`config.mk`:
```
export PLATFORM = sky130hd
export DESIGN_NAME = sre_host
export DESIGN_NICKNAME = d
export VERILOG_FILES = /design/src/sre_pkg.sv /design/src/sre_pin_sync.sv /design/src/sre_host.sv
export SDC_FILE = /design/constraint.sdc
export NUM_CORES = 1
export LEC_CHECK = 0
export ABC_AREA = 1
export BUFFER_PORTS_ARGS = -buffer_cell sky130_fd_sc_hd__buf_2
export CORE_MARGIN = 5
export CORE_UTILIZATION = 30
export DETAILED_ROUTE_END_ITERATION = 8
export PLACE_DENSITY = 0.5
export SETUP_SLACK_MARGIN = 0.3
export SYNTH_ARGS = -nofsm -noshare
export SYNTH_HDL_FRONTEND = slang
export SYNTH_SLANG_ARGS = --single-unit
```
`constraint.sdc`:
```
create_clock -name clock -period 3 [get_ports clock]
set_input_delay 0.6 -clock clock [delete_from_list [all_inputs] [get_ports clock]]
set_output_delay 0.6 -clock clock [all_outputs]
set_load 0.01 [all_outputs]
```
`src/sre_pkg.sv`:
```
package sre_pkg;
    // Clock period in picoseconds (125 MHz)
    localparam int CLK_PERIOD_PS    = 8000;
    // Device timing figures in picoseconds
    localparam int T_RC_PS          = 45000;
    localparam int T_AA_PS          = 45000;
    localparam int T_DOE_PS         = 22000;
    localparam int T_HZOE_PS        = 18000;
    localparam int T_PWE_PS         = 35000;
    localparam int T_SD_PS          = 25000;
    localparam int T_HZWE_PS        = 18000;
    localparam int T_WC_PS          = 45000;
    // Least times round up
    localparam int READ_CYC   = (T_AA_PS + CLK_PERIOD_PS - 1) / CLK_PERIOD_PS;
    localparam int WRITE_CYC  = ((T_HZWE_PS + T_SD_PS > T_PWE_PS ? T_HZWE_PS + T_SD_PS : T_PWE_PS)
                                 + CLK_PERIOD_PS - 1) / CLK_PERIOD_PS;
    localparam int TURN_CYC   = (T_HZOE_PS + CLK_PERIOD_PS - 1) / CLK_PERIOD_PS;
    localparam int CNT_W      = 4;
    localparam logic [CNT_W-1:0] CNT_ZERO  = 4'h0;
    localparam logic [CNT_W-1:0] CNT_ONE   = 4'h1;
    localparam logic [CNT_W-1:0] READ_CNT  = 4'(READ_CYC);
    localparam logic [CNT_W-1:0] WRITE_CNT = 4'(WRITE_CYC);
    localparam logic [CNT_W-1:0] TURN_CNT  = 4'(TURN_CYC);
    localparam int ADDR_W     = 20;
    localparam int DATA_W     = 16;
    localparam int LANE_W     = 8;
    typedef enum logic [2:0] {
        SRE_IDLE,
        SRE_SETUP,
        SRE_READ,
        SRE_WRITE,
        SRE_RECOVER
    } sre_state_type;
endpackage

```
`src/sre_pin_sync.sv`:
```
`timescale 1ns/10ps
`default_nettype none
module sre_pin_sync
    import sre_pkg::*;
#(
    parameter int WIDTH = 1
) (
    // Clock and reset
    input  wire logic             clock,
    input  wire logic             reset_n,
    // Pins and synchronised copy
    input  wire logic [WIDTH-1:0] pin_in,
    output logic      [WIDTH-1:0] pin_sync
);
    logic [WIDTH-1:0] first_reg;
    logic [WIDTH-1:0] second_reg;

    always_ff @(posedge clock or negedge reset_n) begin
        if (!reset_n) begin
            first_reg  <= '0;
            second_reg <= '0;
        end else begin
            first_reg  <= pin_in;
            second_reg <= first_reg;
        end
    end

    assign pin_sync = second_reg;
endmodule
`default_nettype wire

```
`src/sre_host.sv`:
```
// Function
// - Read holds select, output drive, a lane enabled, strobe inactive.
// - Address is stable before the select goes active.
// - Data is captured at the ending edge; host holds it across it.
// - Host never drives data while the device may drive it.
// - Strobe pulse with output drive on covers turnoff plus data setup.
`timescale 1ns/10ps
`default_nettype none
module sre_host
    import sre_pkg::*;
#(
    parameter int AW = ADDR_W
) (
    // Clock and reset
    input  wire logic              clock,
    input  wire logic              reset_n,
    // User request
    input  wire logic              req_valid,
    output logic                   req_ready,
    input  wire logic              req_write,
    input  wire logic [AW:0]       req_addr,
    input  wire logic [DATA_W-1:0] req_wdata,
    input  wire logic [1:0]        req_lane_n,
    // User answer
    output logic                   rsp_valid,
    output logic [DATA_W-1:0]      rsp_rdata,
    output logic                   rsp_corrected,
    // Static width choice
    input  wire logic              word_mode,
    // Memory pins
    output logic [AW:0]            mem_addr,
    output logic                   select_low_active,
    output logic                   select_high_active,
    output logic                   write_strobe_n,
    output logic                   out_drive_n,
    output logic                   upper_lane_en_n,
    output logic                   lower_lane_en_n,
    output logic                   width_sel,
    input  wire logic [DATA_W-1:0] mem_data_in,
    output logic [DATA_W-1:0]      mem_data_out,
    output logic [DATA_W-1:0]      mem_data_oe,
    input  wire logic              corr_flag_in
);
    sre_state_type          state_reg, state_next;
    logic [CNT_W-1:0]       cnt_reg, cnt_next;
    logic                   wr_reg, wr_next;
    logic [AW:0]            addr_reg, addr_next;
    logic [DATA_W-1:0]      wdata_reg, wdata_next;
    logic [1:0]             lane_reg, lane_next;
    logic                   sel_reg, sel_next;
    logic                   strobe_reg, strobe_next;
    logic                   drive_reg, drive_next;
    logic                   rvalid_reg, rvalid_next;
    logic [DATA_W-1:0]      rdata_reg, rdata_next;
    logic                   corr_reg, corr_next;
    logic [DATA_W:0]        pins_sync;

    // Read data and flag are asynchronous to our clock
    sre_pin_sync #(.WIDTH(DATA_W + 1)) u_sync (
        .clock    (clock),
        .reset_n  (reset_n),
        .pin_in   ({corr_flag_in, mem_data_in}),
        .pin_sync (pins_sync)
    );

    always_comb begin
        state_next  = state_reg;
        cnt_next    = cnt_reg;
        wr_next     = wr_reg;
        addr_next   = addr_reg;
        wdata_next  = wdata_reg;
        lane_next   = lane_reg;
        sel_next    = sel_reg;
        strobe_next = strobe_reg;
        drive_next  = drive_reg;
        rvalid_next = 1'b0;
        rdata_next  = rdata_reg;
        corr_next   = corr_reg;
        case (state_reg)
            SRE_IDLE: begin
                if (req_valid) begin
                    // Address settles one cycle before select goes active
                    addr_next  = req_addr;
                    wr_next    = req_write;
                    wdata_next = word_mode ? req_wdata
                                           : {{LANE_W{1'b0}}, req_wdata[LANE_W-1:0]};
                    lane_next  = word_mode ? req_lane_n : '0;
                    state_next = SRE_SETUP;
                end
            end
            SRE_SETUP: begin
                sel_next = 1'b1;
                if (wr_reg) begin
                    strobe_next = 1'b1;
                    cnt_next    = WRITE_CNT;
                    state_next  = SRE_WRITE;
                end else begin
                    drive_next = 1'b1;
                    cnt_next   = READ_CNT + TURN_CNT;
                    state_next = SRE_READ;
                end
            end
            SRE_READ: begin
                cnt_next = cnt_reg - CNT_ONE;
                if (cnt_reg == CNT_ONE) begin
                    rvalid_next = 1'b1;
                    rdata_next  = pins_sync[DATA_W-1:0];
                    corr_next   = pins_sync[DATA_W];
                    sel_next    = 1'b0;
                    drive_next  = 1'b0;
                    cnt_next    = TURN_CNT;
                    state_next  = SRE_RECOVER;
                end
            end
            SRE_WRITE: begin
                cnt_next = cnt_reg - CNT_ONE;
                if (cnt_reg == CNT_ONE) begin
                    // Strobe rises first; select and data stay one more cycle
                    strobe_next = 1'b0;
                    cnt_next    = CNT_ONE;
                    state_next  = SRE_RECOVER;
                end
            end
            SRE_RECOVER: begin
                sel_next = 1'b0;
                cnt_next = cnt_reg - CNT_ONE;
                if (cnt_reg == CNT_ONE || cnt_reg == CNT_ZERO) begin
                    wr_next    = 1'b0;
                    cnt_next   = CNT_ZERO;
                    state_next = SRE_IDLE;
                end
            end
            default: state_next = SRE_IDLE;
        endcase
    end

    always_ff @(posedge clock or negedge reset_n) begin
        if (!reset_n) begin
            state_reg  <= SRE_IDLE;
            cnt_reg    <= CNT_ZERO;
            wr_reg     <= 1'b0;
            addr_reg   <= '0;
            wdata_reg  <= '0;
            lane_reg   <= '1;
            sel_reg    <= 1'b0;
            strobe_reg <= 1'b0;
            drive_reg  <= 1'b0;
            rvalid_reg <= 1'b0;
            rdata_reg  <= '0;
            corr_reg   <= 1'b0;
        end else begin
            state_reg  <= state_next;
            cnt_reg    <= cnt_next;
            wr_reg     <= wr_next;
            addr_reg   <= addr_next;
            wdata_reg  <= wdata_next;
            lane_reg   <= lane_next;
            sel_reg    <= sel_next;
            strobe_reg <= strobe_next;
            drive_reg  <= drive_next;
            rvalid_reg <= rvalid_next;
            rdata_reg  <= rdata_next;
            corr_reg   <= corr_next;
        end
    end

    assign req_ready          = (state_reg == SRE_IDLE);
    assign rsp_valid          = rvalid_reg;
    assign rsp_rdata          = rdata_reg;
    assign rsp_corrected      = corr_reg;
    assign mem_addr           = addr_reg;
    assign select_low_active  = ~sel_reg;
    assign select_high_active = sel_reg;
    assign write_strobe_n     = ~strobe_reg;
    assign out_drive_n        = ~drive_reg;
    // Lanes held off outside an access puts the part in standby
    assign upper_lane_en_n    = sel_reg ? lane_reg[1] : 1'b1;
    assign lower_lane_en_n    = sel_reg ? lane_reg[0] : 1'b1;
    assign width_sel          = word_mode;
    assign mem_data_out       = wdata_reg;
    // Drive only during a write, never alongside output drive
    assign mem_data_oe        = {DATA_W{wr_reg && sel_reg && !drive_reg}};
endmodule
`default_nettype wire

```
== Yosys cells after proc, flatten, opt, wreduce, memory -nomap -nowiden ==
Index checks and enable logic that the tools add are counted.
Storage, ports and cells
  bits in registers: 102
  bits of input ports: 61
  output and inout port bits: 79
  logic and storage cells: 74
Cells by class
  $add $sub $neg: 1
  equality and inequality tests: 12
  multiplexer cells: 25
  bitwise logic cells: 3
  reductions and logical operators: 19
Operators with widths (number)
  two-way mux 16 bit: 1
  two-way mux 4 bit: 4
  case mux 4 bit (4 select lines): 1
  inequality test 2 bit (second input constant): 6
  case mux 3 bit (4 select lines): 1
  AND reduction 3 bit: 4
  two-way mux 1 bit: 10
  two-way mux 3 bit: 3
  == test 3 x 2 -> 1 bit (second input constant): 2
  case mux 1 bit (2 select lines): 3
  AND reduction 2 bit: 3
  nonzero test 2 bit: 3
  == test 4 x 1 -> 1 bit (second input constant): 1
  zero test 4 bit: 1
  nonzero test 4 bit: 1
  subtractor 4 x 1 -> 4 bit (second input constant): 1
  == test 3 x 1 -> 1 bit (second input constant): 1
  == test 3 bit (second input constant): 1
  zero test 3 bit: 1
  NOT 1 bit: 3
  case mux 1 bit (3 select lines): 1
  nonzero test 3 bit: 1
  logical AND 1 bit: 2
  two-way mux 2 bit: 1
  4 further kinds: 4

== Depth between registers and ports, before layout ==
Gate-level depths: netlist (run 1).
  depth in word-level cells: 4
  depth in mapped cells: 11

== Modules after synthesis ==
From an unflattened synthesis (run 1), not the netlist that was laid out.
Second synthesis, totals
  cells, all modules: 390
  area total of the unflattened synthesis: 3857.4 um^2
By module, submodules not included
  sre_host: times used 1, cells an instance 356, area an instance 3006.6 um^2, seq. area each 1704.1 um^2
  sre_pin_sync: times used 1, cells an instance 34, area an instance 850.8 um^2, seq. area each 850.8 um^2

== Least setup slack after synthesis (run 1) ==
OpenSTA, ideal clock, no wires.
  kind: reg2out
  start point: register sel_reg (netlist: select_high_active)
  end point: output mem_data_oe[10]
  arrival time: 1.812 ns
  data required time: 2.400 ns
  setup slack: 0.588 ns
  stages on the path, launching flop included: 4
  path buffers: 1
  cell sequence: dfrtp_1 inv_1 nor3_1 buf_4
Between the ends
  word-level cells in the longest chain between the ends: 2
Ends and longest elaborated chain
  start, declared: line sre_host.sv:50  | logic sel_reg, sel_next;
  start signal, assigned: line sre_host.sv:158  | sel_reg <= sel_next;
  logical AND 1 bit (2 in series): line sre_host.sv:182  | assign mem_data_oe = {DATA_W{wr_reg && sel_reg && !drive_reg}};
  end, declared: line sre_host.sv:41  | output logic [DATA_W-1:0] mem_data_oe,
No other way between the ends.

== Worst setup path in the final report (run 1) ==
  start point: register wr_reg
  end point: output mem_data_oe[8]
Between the ends
  word-level cells in the longest chain between the ends: 2
Ends and longest elaborated chain
  start, declared: line sre_host.sv:46  | logic wr_reg, wr_next;
  start signal, assigned: line sre_host.sv:154  | wr_reg <= wr_next;
  logical AND 1 bit (2 in series): line sre_host.sv:182
No other way between the ends.

==> impl_metrics.yaml, run 1 <==
power_and_ir_drop:
  p_sw_mw: 1.94
  leakage_nw: 2.79
  power_switching_share: 0.383
  power.density_mw_per_mm2: 1030
  p_int_mw: 3.12
  combinationalPowerShare: 0.363
  power_frac_seq: 0.409
  ir_drop_mv: 0.299
  power.total_mw: 5.06
  clockPowerShare: 0.228
die:
  start_util: 0.308
  core-area_sq_mm: 0.0127
  rows: 41
  ios: 140
  die_w_um: 124
  die_h_um: 124
  die-area_sq_mm: 0.0154
critical_path:
  rr_startpoint: "cnt_reg[1]"
  cp-end-kind: "primary output"
  worstSetupStartpointType: "register"
  cp_max_fo: 16
  r2r_cells: 7
  path_buf_inv: 3
  worstSetupPathType: "reg2out"
  crit_required_ns: 2.40
  path_cells: "inv_1 -> nor3_1 -> buf_4 -> buf_2"
  slowest_delay_ns: 0.45
  rrSetupSlack_ns: 1.20
  critPathSlowestCell: "dfrtp_1"
  crit_start: "wr_reg"
  cp.arrival_ns: 1.44
  cp_top_family: "flip-flops"
  crit_end: "mem_data_oe[8]"
  r2r-end: "rsp_rdata[3]"
  cp.depth: 4
routing:
  finalWirelength_um: 8720
  viasPerCell: 4.07
  drt_iter0_drc: 114
  wire_per_inst_um: 12.5
  vias: 2836
  ant_nets: 0
  firstDrtPassIters: 4
  drc: 0
grt:
  first_global_vias: 2846
  grt_pass1_wl_um: 13800
  track_usage: 0.115
  grt-ovfl-total: 0
  grt_max_degree: 73
  antenna_found_initial: 0
synth:
  synth_ff_type: "dfrtp_1"
  ys_warn_count: 0
  synth.yosys.seq_area_share: 0.654
  ys_seq_elements: 102
  synth.distinct_cells: 26
  synth_edf_count: 0
  syn-cell-area_sq_mm: 0.00391
  ys_async_sr_fraction: 1.00
  avgSynthCellArea_sq_um: 9.92
  syn-num-nets: 457
  synth_cells: 394
sta:
  tightest_slew_ns: 0.557
  rsz0062_at_grt: "false"
  setup_viol: 0
  finClkSkew_ns: 0.00984
  finalCritPeriodShare: 0.679
  tns_ns: 0
  finalMaxSlewViolations: 0
  relSlewSlack: 0.628
  whs_ns: 0.183
  fmax_mhz: 491
  hold_violations: 0
  period_needed_ns: 2.04
placed_design:
  dp_hpwl_um: 6410
  dp_cells: 680
  gp_congestion: 0.841
  port_buffers: 139
cts:
  worstSkewPairLatency_ns: 0.34
  clockBufferDepth: 2
  cts_buffers: 9
  ctsHoldBuffers: 0
  cts.clk_slew.worst_paths_ns: 0.08
  cts_sinks: 102
  root_buffer: "clkbuf_16"
  cts_max_level: 3
  ctsResizeCount: 0
  tritoncts: "yes"
  postCtsSetupBuffers: 0
cells_and_area:
  diodes: 0
  layout.nets: 582
  most-common-layout-cells: "nand2_1, buf_2, dfrtp_1"
  largest_reg_flops: 21
  layout.cells.most_common: "nand2_1"
  fin_cells: 696
  layout-drive-gt1-share: 0.349
  layout-area-overhead-vs-synth_pct: 26.0
status:
  status: "finished, final reports clean"
hold_path:
  worstHoldPathType: "in2async"
job:
  cap_violations: 0
[area by class of cell]
cell class,instances,area (sq um)
Clock inverter,6,60.1
Sequential cell,102,2550
Multi-Input combinational cell,240,1030
Tap cell,172,215
Inverter,24,90.1
Timing Repair Buffer,142,733
Clock buffer,10,239
Fill cell,1295,7750
[stage by stage]
step                      instance area, sq um   util  setup slack (ns)
final                                     4920  0.388             0.962
after global routing                      4920  0.388             0.847
after detailed placement                  4620  0.365              1.17
after floorplan                           3910      -             0.588
after global placement                    4620  0.365              1.25
after CTS                                 4920  0.388             0.944
[power groups by stage]
stage	Combinational [mW]	Clock (mW)	Sequential, mW
CTS	1.88	1.19	2.07
global placement	1.84	0	2.09
detailed placement	1.88	0	2.09
finish	1.84	1.15	2.07
floorplan	1.10	0	2.22
global route	2.08	1.24	2.13
[cell usage after synthesis (3+ instances only)]
cell,n,share of area
nand2_1,190,0.18
dfrtp_1,100,0.64
inv_1,18,0.017
buf_4,17,0.033
nor2_1,11,0.011
nand3_1,10,0.013
o21ai_2,8,0.018
inv_2,6,0.0058
buf_6,5,0.014
nand2_2,4,0.0064
buf_2,3,0.0038
o21ai_0,3,0.0038
[worst min-delay path by stage]
stage                         start             endpoint  depth (start not counted)
5_1_grt                     reset_n         mem_addr[18]                          1
6_report                    reset_n         mem_addr[18]                          1
3_5_place_dp   u_sync.first_reg[10]  u_sync.pin_sync[10]                          0
3_3_place_gp    u_sync.first_reg[0]   u_sync.pin_sync[0]                          0
4_1_cts                     reset_n         mem_addr[18]                          1
2_1_floorplan               reset_n           cnt_reg[0]                          0
[cells by family after synthesis]
family	synth area share
simple gates	0.227
flops	0.654
buf+inv	0.0826
compound gates	0.0279
fa+ha+maj	0.00640
xor+xnor	0.00224
[layer usage]
layer,GRT usage,share of wire,vias up
met5,0,0,-
met4,0.0445,0.013,0
met3,0.0359,0.074,8
met2,0.185,0.49,92
met1,0.143,0.42,1311
li1,-,-,1425
Note: power is estimated with default switching activity, not from simulation.
==> run 2, diff against run 1 <==
Clock period 3 ns to 2.1 ns, I/O delays scaled along.
==> run 2 against run 1 <==
Total power up 45%. Design area is 1.8% higher. Sequential share of layout area is 0.93 points lower. Sequential power up 43%. Via count rose by 2.2%. Worst hold slack worse by 0.011 ns. Non-clock buffer count grew 9. Cell count grew 1.3%. Critical path depth unchanged.
==> impl_metrics.yaml, run 2 (same netlist as run 1, synthesis figures left out) <==
status:
  status: "finished, final reports clean"
routing:
  wire_per_inst_um: 12.6
  drt_iter0_drc: 125
  finalWirelength_um: 8920
  vias: 2897
  firstDrtPassIters: 4
  drc: 0
  ant_nets: 0
  viasPerCell: 4.11
sta:
  fmax_mhz: 567
  setup_viol: 0
  finalMaxSlewViolations: 0
  finalCritPeriodShare: 0.840
  tns_ns: 0
  postLayoutSetupSlackWorst_ns: 0.337
  finClkSkew_ns: 0.00618
  tightest_slew_ns: 0.565
  relSlewSlack: 0.623
  rsz0062_at_grt: "true"
  period_needed_ns: 1.76
  hold_violations: 0
critical_path:
  cp_max_fo: 8
  worstSetupStartpointType: "register"
  cp-end-kind: "primary output"
  cp.arrival_ns: 1.34
  worstSetupPathType: "reg2out"
  crit_required_ns: 1.68
cells_and_area:
  layout-area-overhead-vs-synth_pct: 28.3
  layout.nets: 591
  layout.cells.most_common: "nand2_1"
  most-common-layout-cells: "nand2_1, buf_2, dfrtp_1"
  largest_reg_flops: 21
  final_area_sq_mm: 0.00501
  diodes: 0
  utilization: 0.396
  layout-drive-gt1-share: 0.362
  fin_cells: 705
cts:
  cts_max_level: 3
  clockBufferDepth: 2
  cts.clk_slew.worst_paths_ns: 0.08
  tritoncts: "yes"
  cts_sinks: 102
  root_buffer: "clkbuf_16"
  cts_buffers: 9
  worstSkewPairLatency_ns: 0.35
placed_design:
  gp_congestion: 0.861
  place_ws_ns: 0.526
  placed_cell_area_sq_mm: 0.00465
  port_buffers: 139
  dp_cells: 683
  dp_hpwl_um: 6510
grt:
  first_global_vias: 3009
  grt-ovfl-total: 0
  track_usage: 0.123
  grt_max_degree: 47
  antenna_found_initial: 2
  grt_pass1_wl_um: 14600
die:
  rows: 41
  die_w_um: 124
  ios: 140
  start_util: 0.308
  die_h_um: 124
  die-area_sq_mm: 0.0154
  core-area_sq_mm: 0.0127
hold_path:
  worstHoldPathType: "in2reg"
power_and_ir_drop:
  leakage_nw: 2.83
  ir_drop_mv: 0.569
  power.density_mw_per_mm2: 1460
job:
  cap_violations: 0
run 2: timing repair:
item,CTS,global route
resized for setup,2,5
pin swaps,0,1
setup endpoints to repair,16,16
hold buffers,1,0
setup buffers,2,2
endpoints found under the hold margin,25,0
gates cloned,1,0
run 2: where the power goes:
group	total (mW)	leakage (nW)	switching (mW)	internal, mW
combinational	2.70	1.45	1.66	1.05
clock	1.65	0.144	0.810	0.844
sequential	2.96	1.24	0.357	2.60
total	7.31	2.83	2.82	4.49
run 2: layer usage:
| layer | up-vias | GRT usage | wire [um] |
|---|---|---|---|
| met1 | 1356 | 0.154 | 3900 |
| met3 | 11 | 0.0495 | 621 |
| met2 | 83 | 0.195 | 4250 |
| li1 | 1443 | - | - |
| met4 | 4 | 0.0411 | 123 |
| met5 | - | 0 | 21 |
run 2: worst max-delay path, stage by stage, from the launching register on:
cell and delay (ns):
dfrtp_1 0.38, inv_2 0.07, nor3_4 0.25, buf_6 0.16
buf_2 0.13
run 2: layout make-up:
cell class / count / area [sq um]
clock inverter: 7 / 72.6
tap: 172 / 215
inverter: 24 / 90.1
clock buffer: 9 / 225
timing repair buffer: 151 / 813
multi-input combinational: 240 / 1040
sequential: 102 / 2550
fill: 1291 / 7660
run 2: stage by stage:
step,power (mW),hold WS [ns]
2_1_floorplan,4.75,0.124
3_3_place_gp,5.62,0.332
3_5_place_dp,5.66,0.336
4_1_cts,7.41,0.149
5_1_grt,7.93,0.142
6_report,7.31,0.172
run 2: final timing paths:
kind,start,end,slack (ns),depth (start not counted)
hold / removal,mem_data_in[1],u_sync.first_reg[1],0.17,1
min in group asynchronous,reset_n,mem_data_out[15],0.53,2
setup / recovery,select_high_active,mem_data_oe[10],0.34,4
setup reg to reg,cnt_reg[1],rsp_rdata[6],0.53,7
hold reg to reg,u_sync.first_reg[10],u_sync.pin_sync[10],0.35,0
max in group asynchronous,reset_n,mem_addr[17],0.98,3
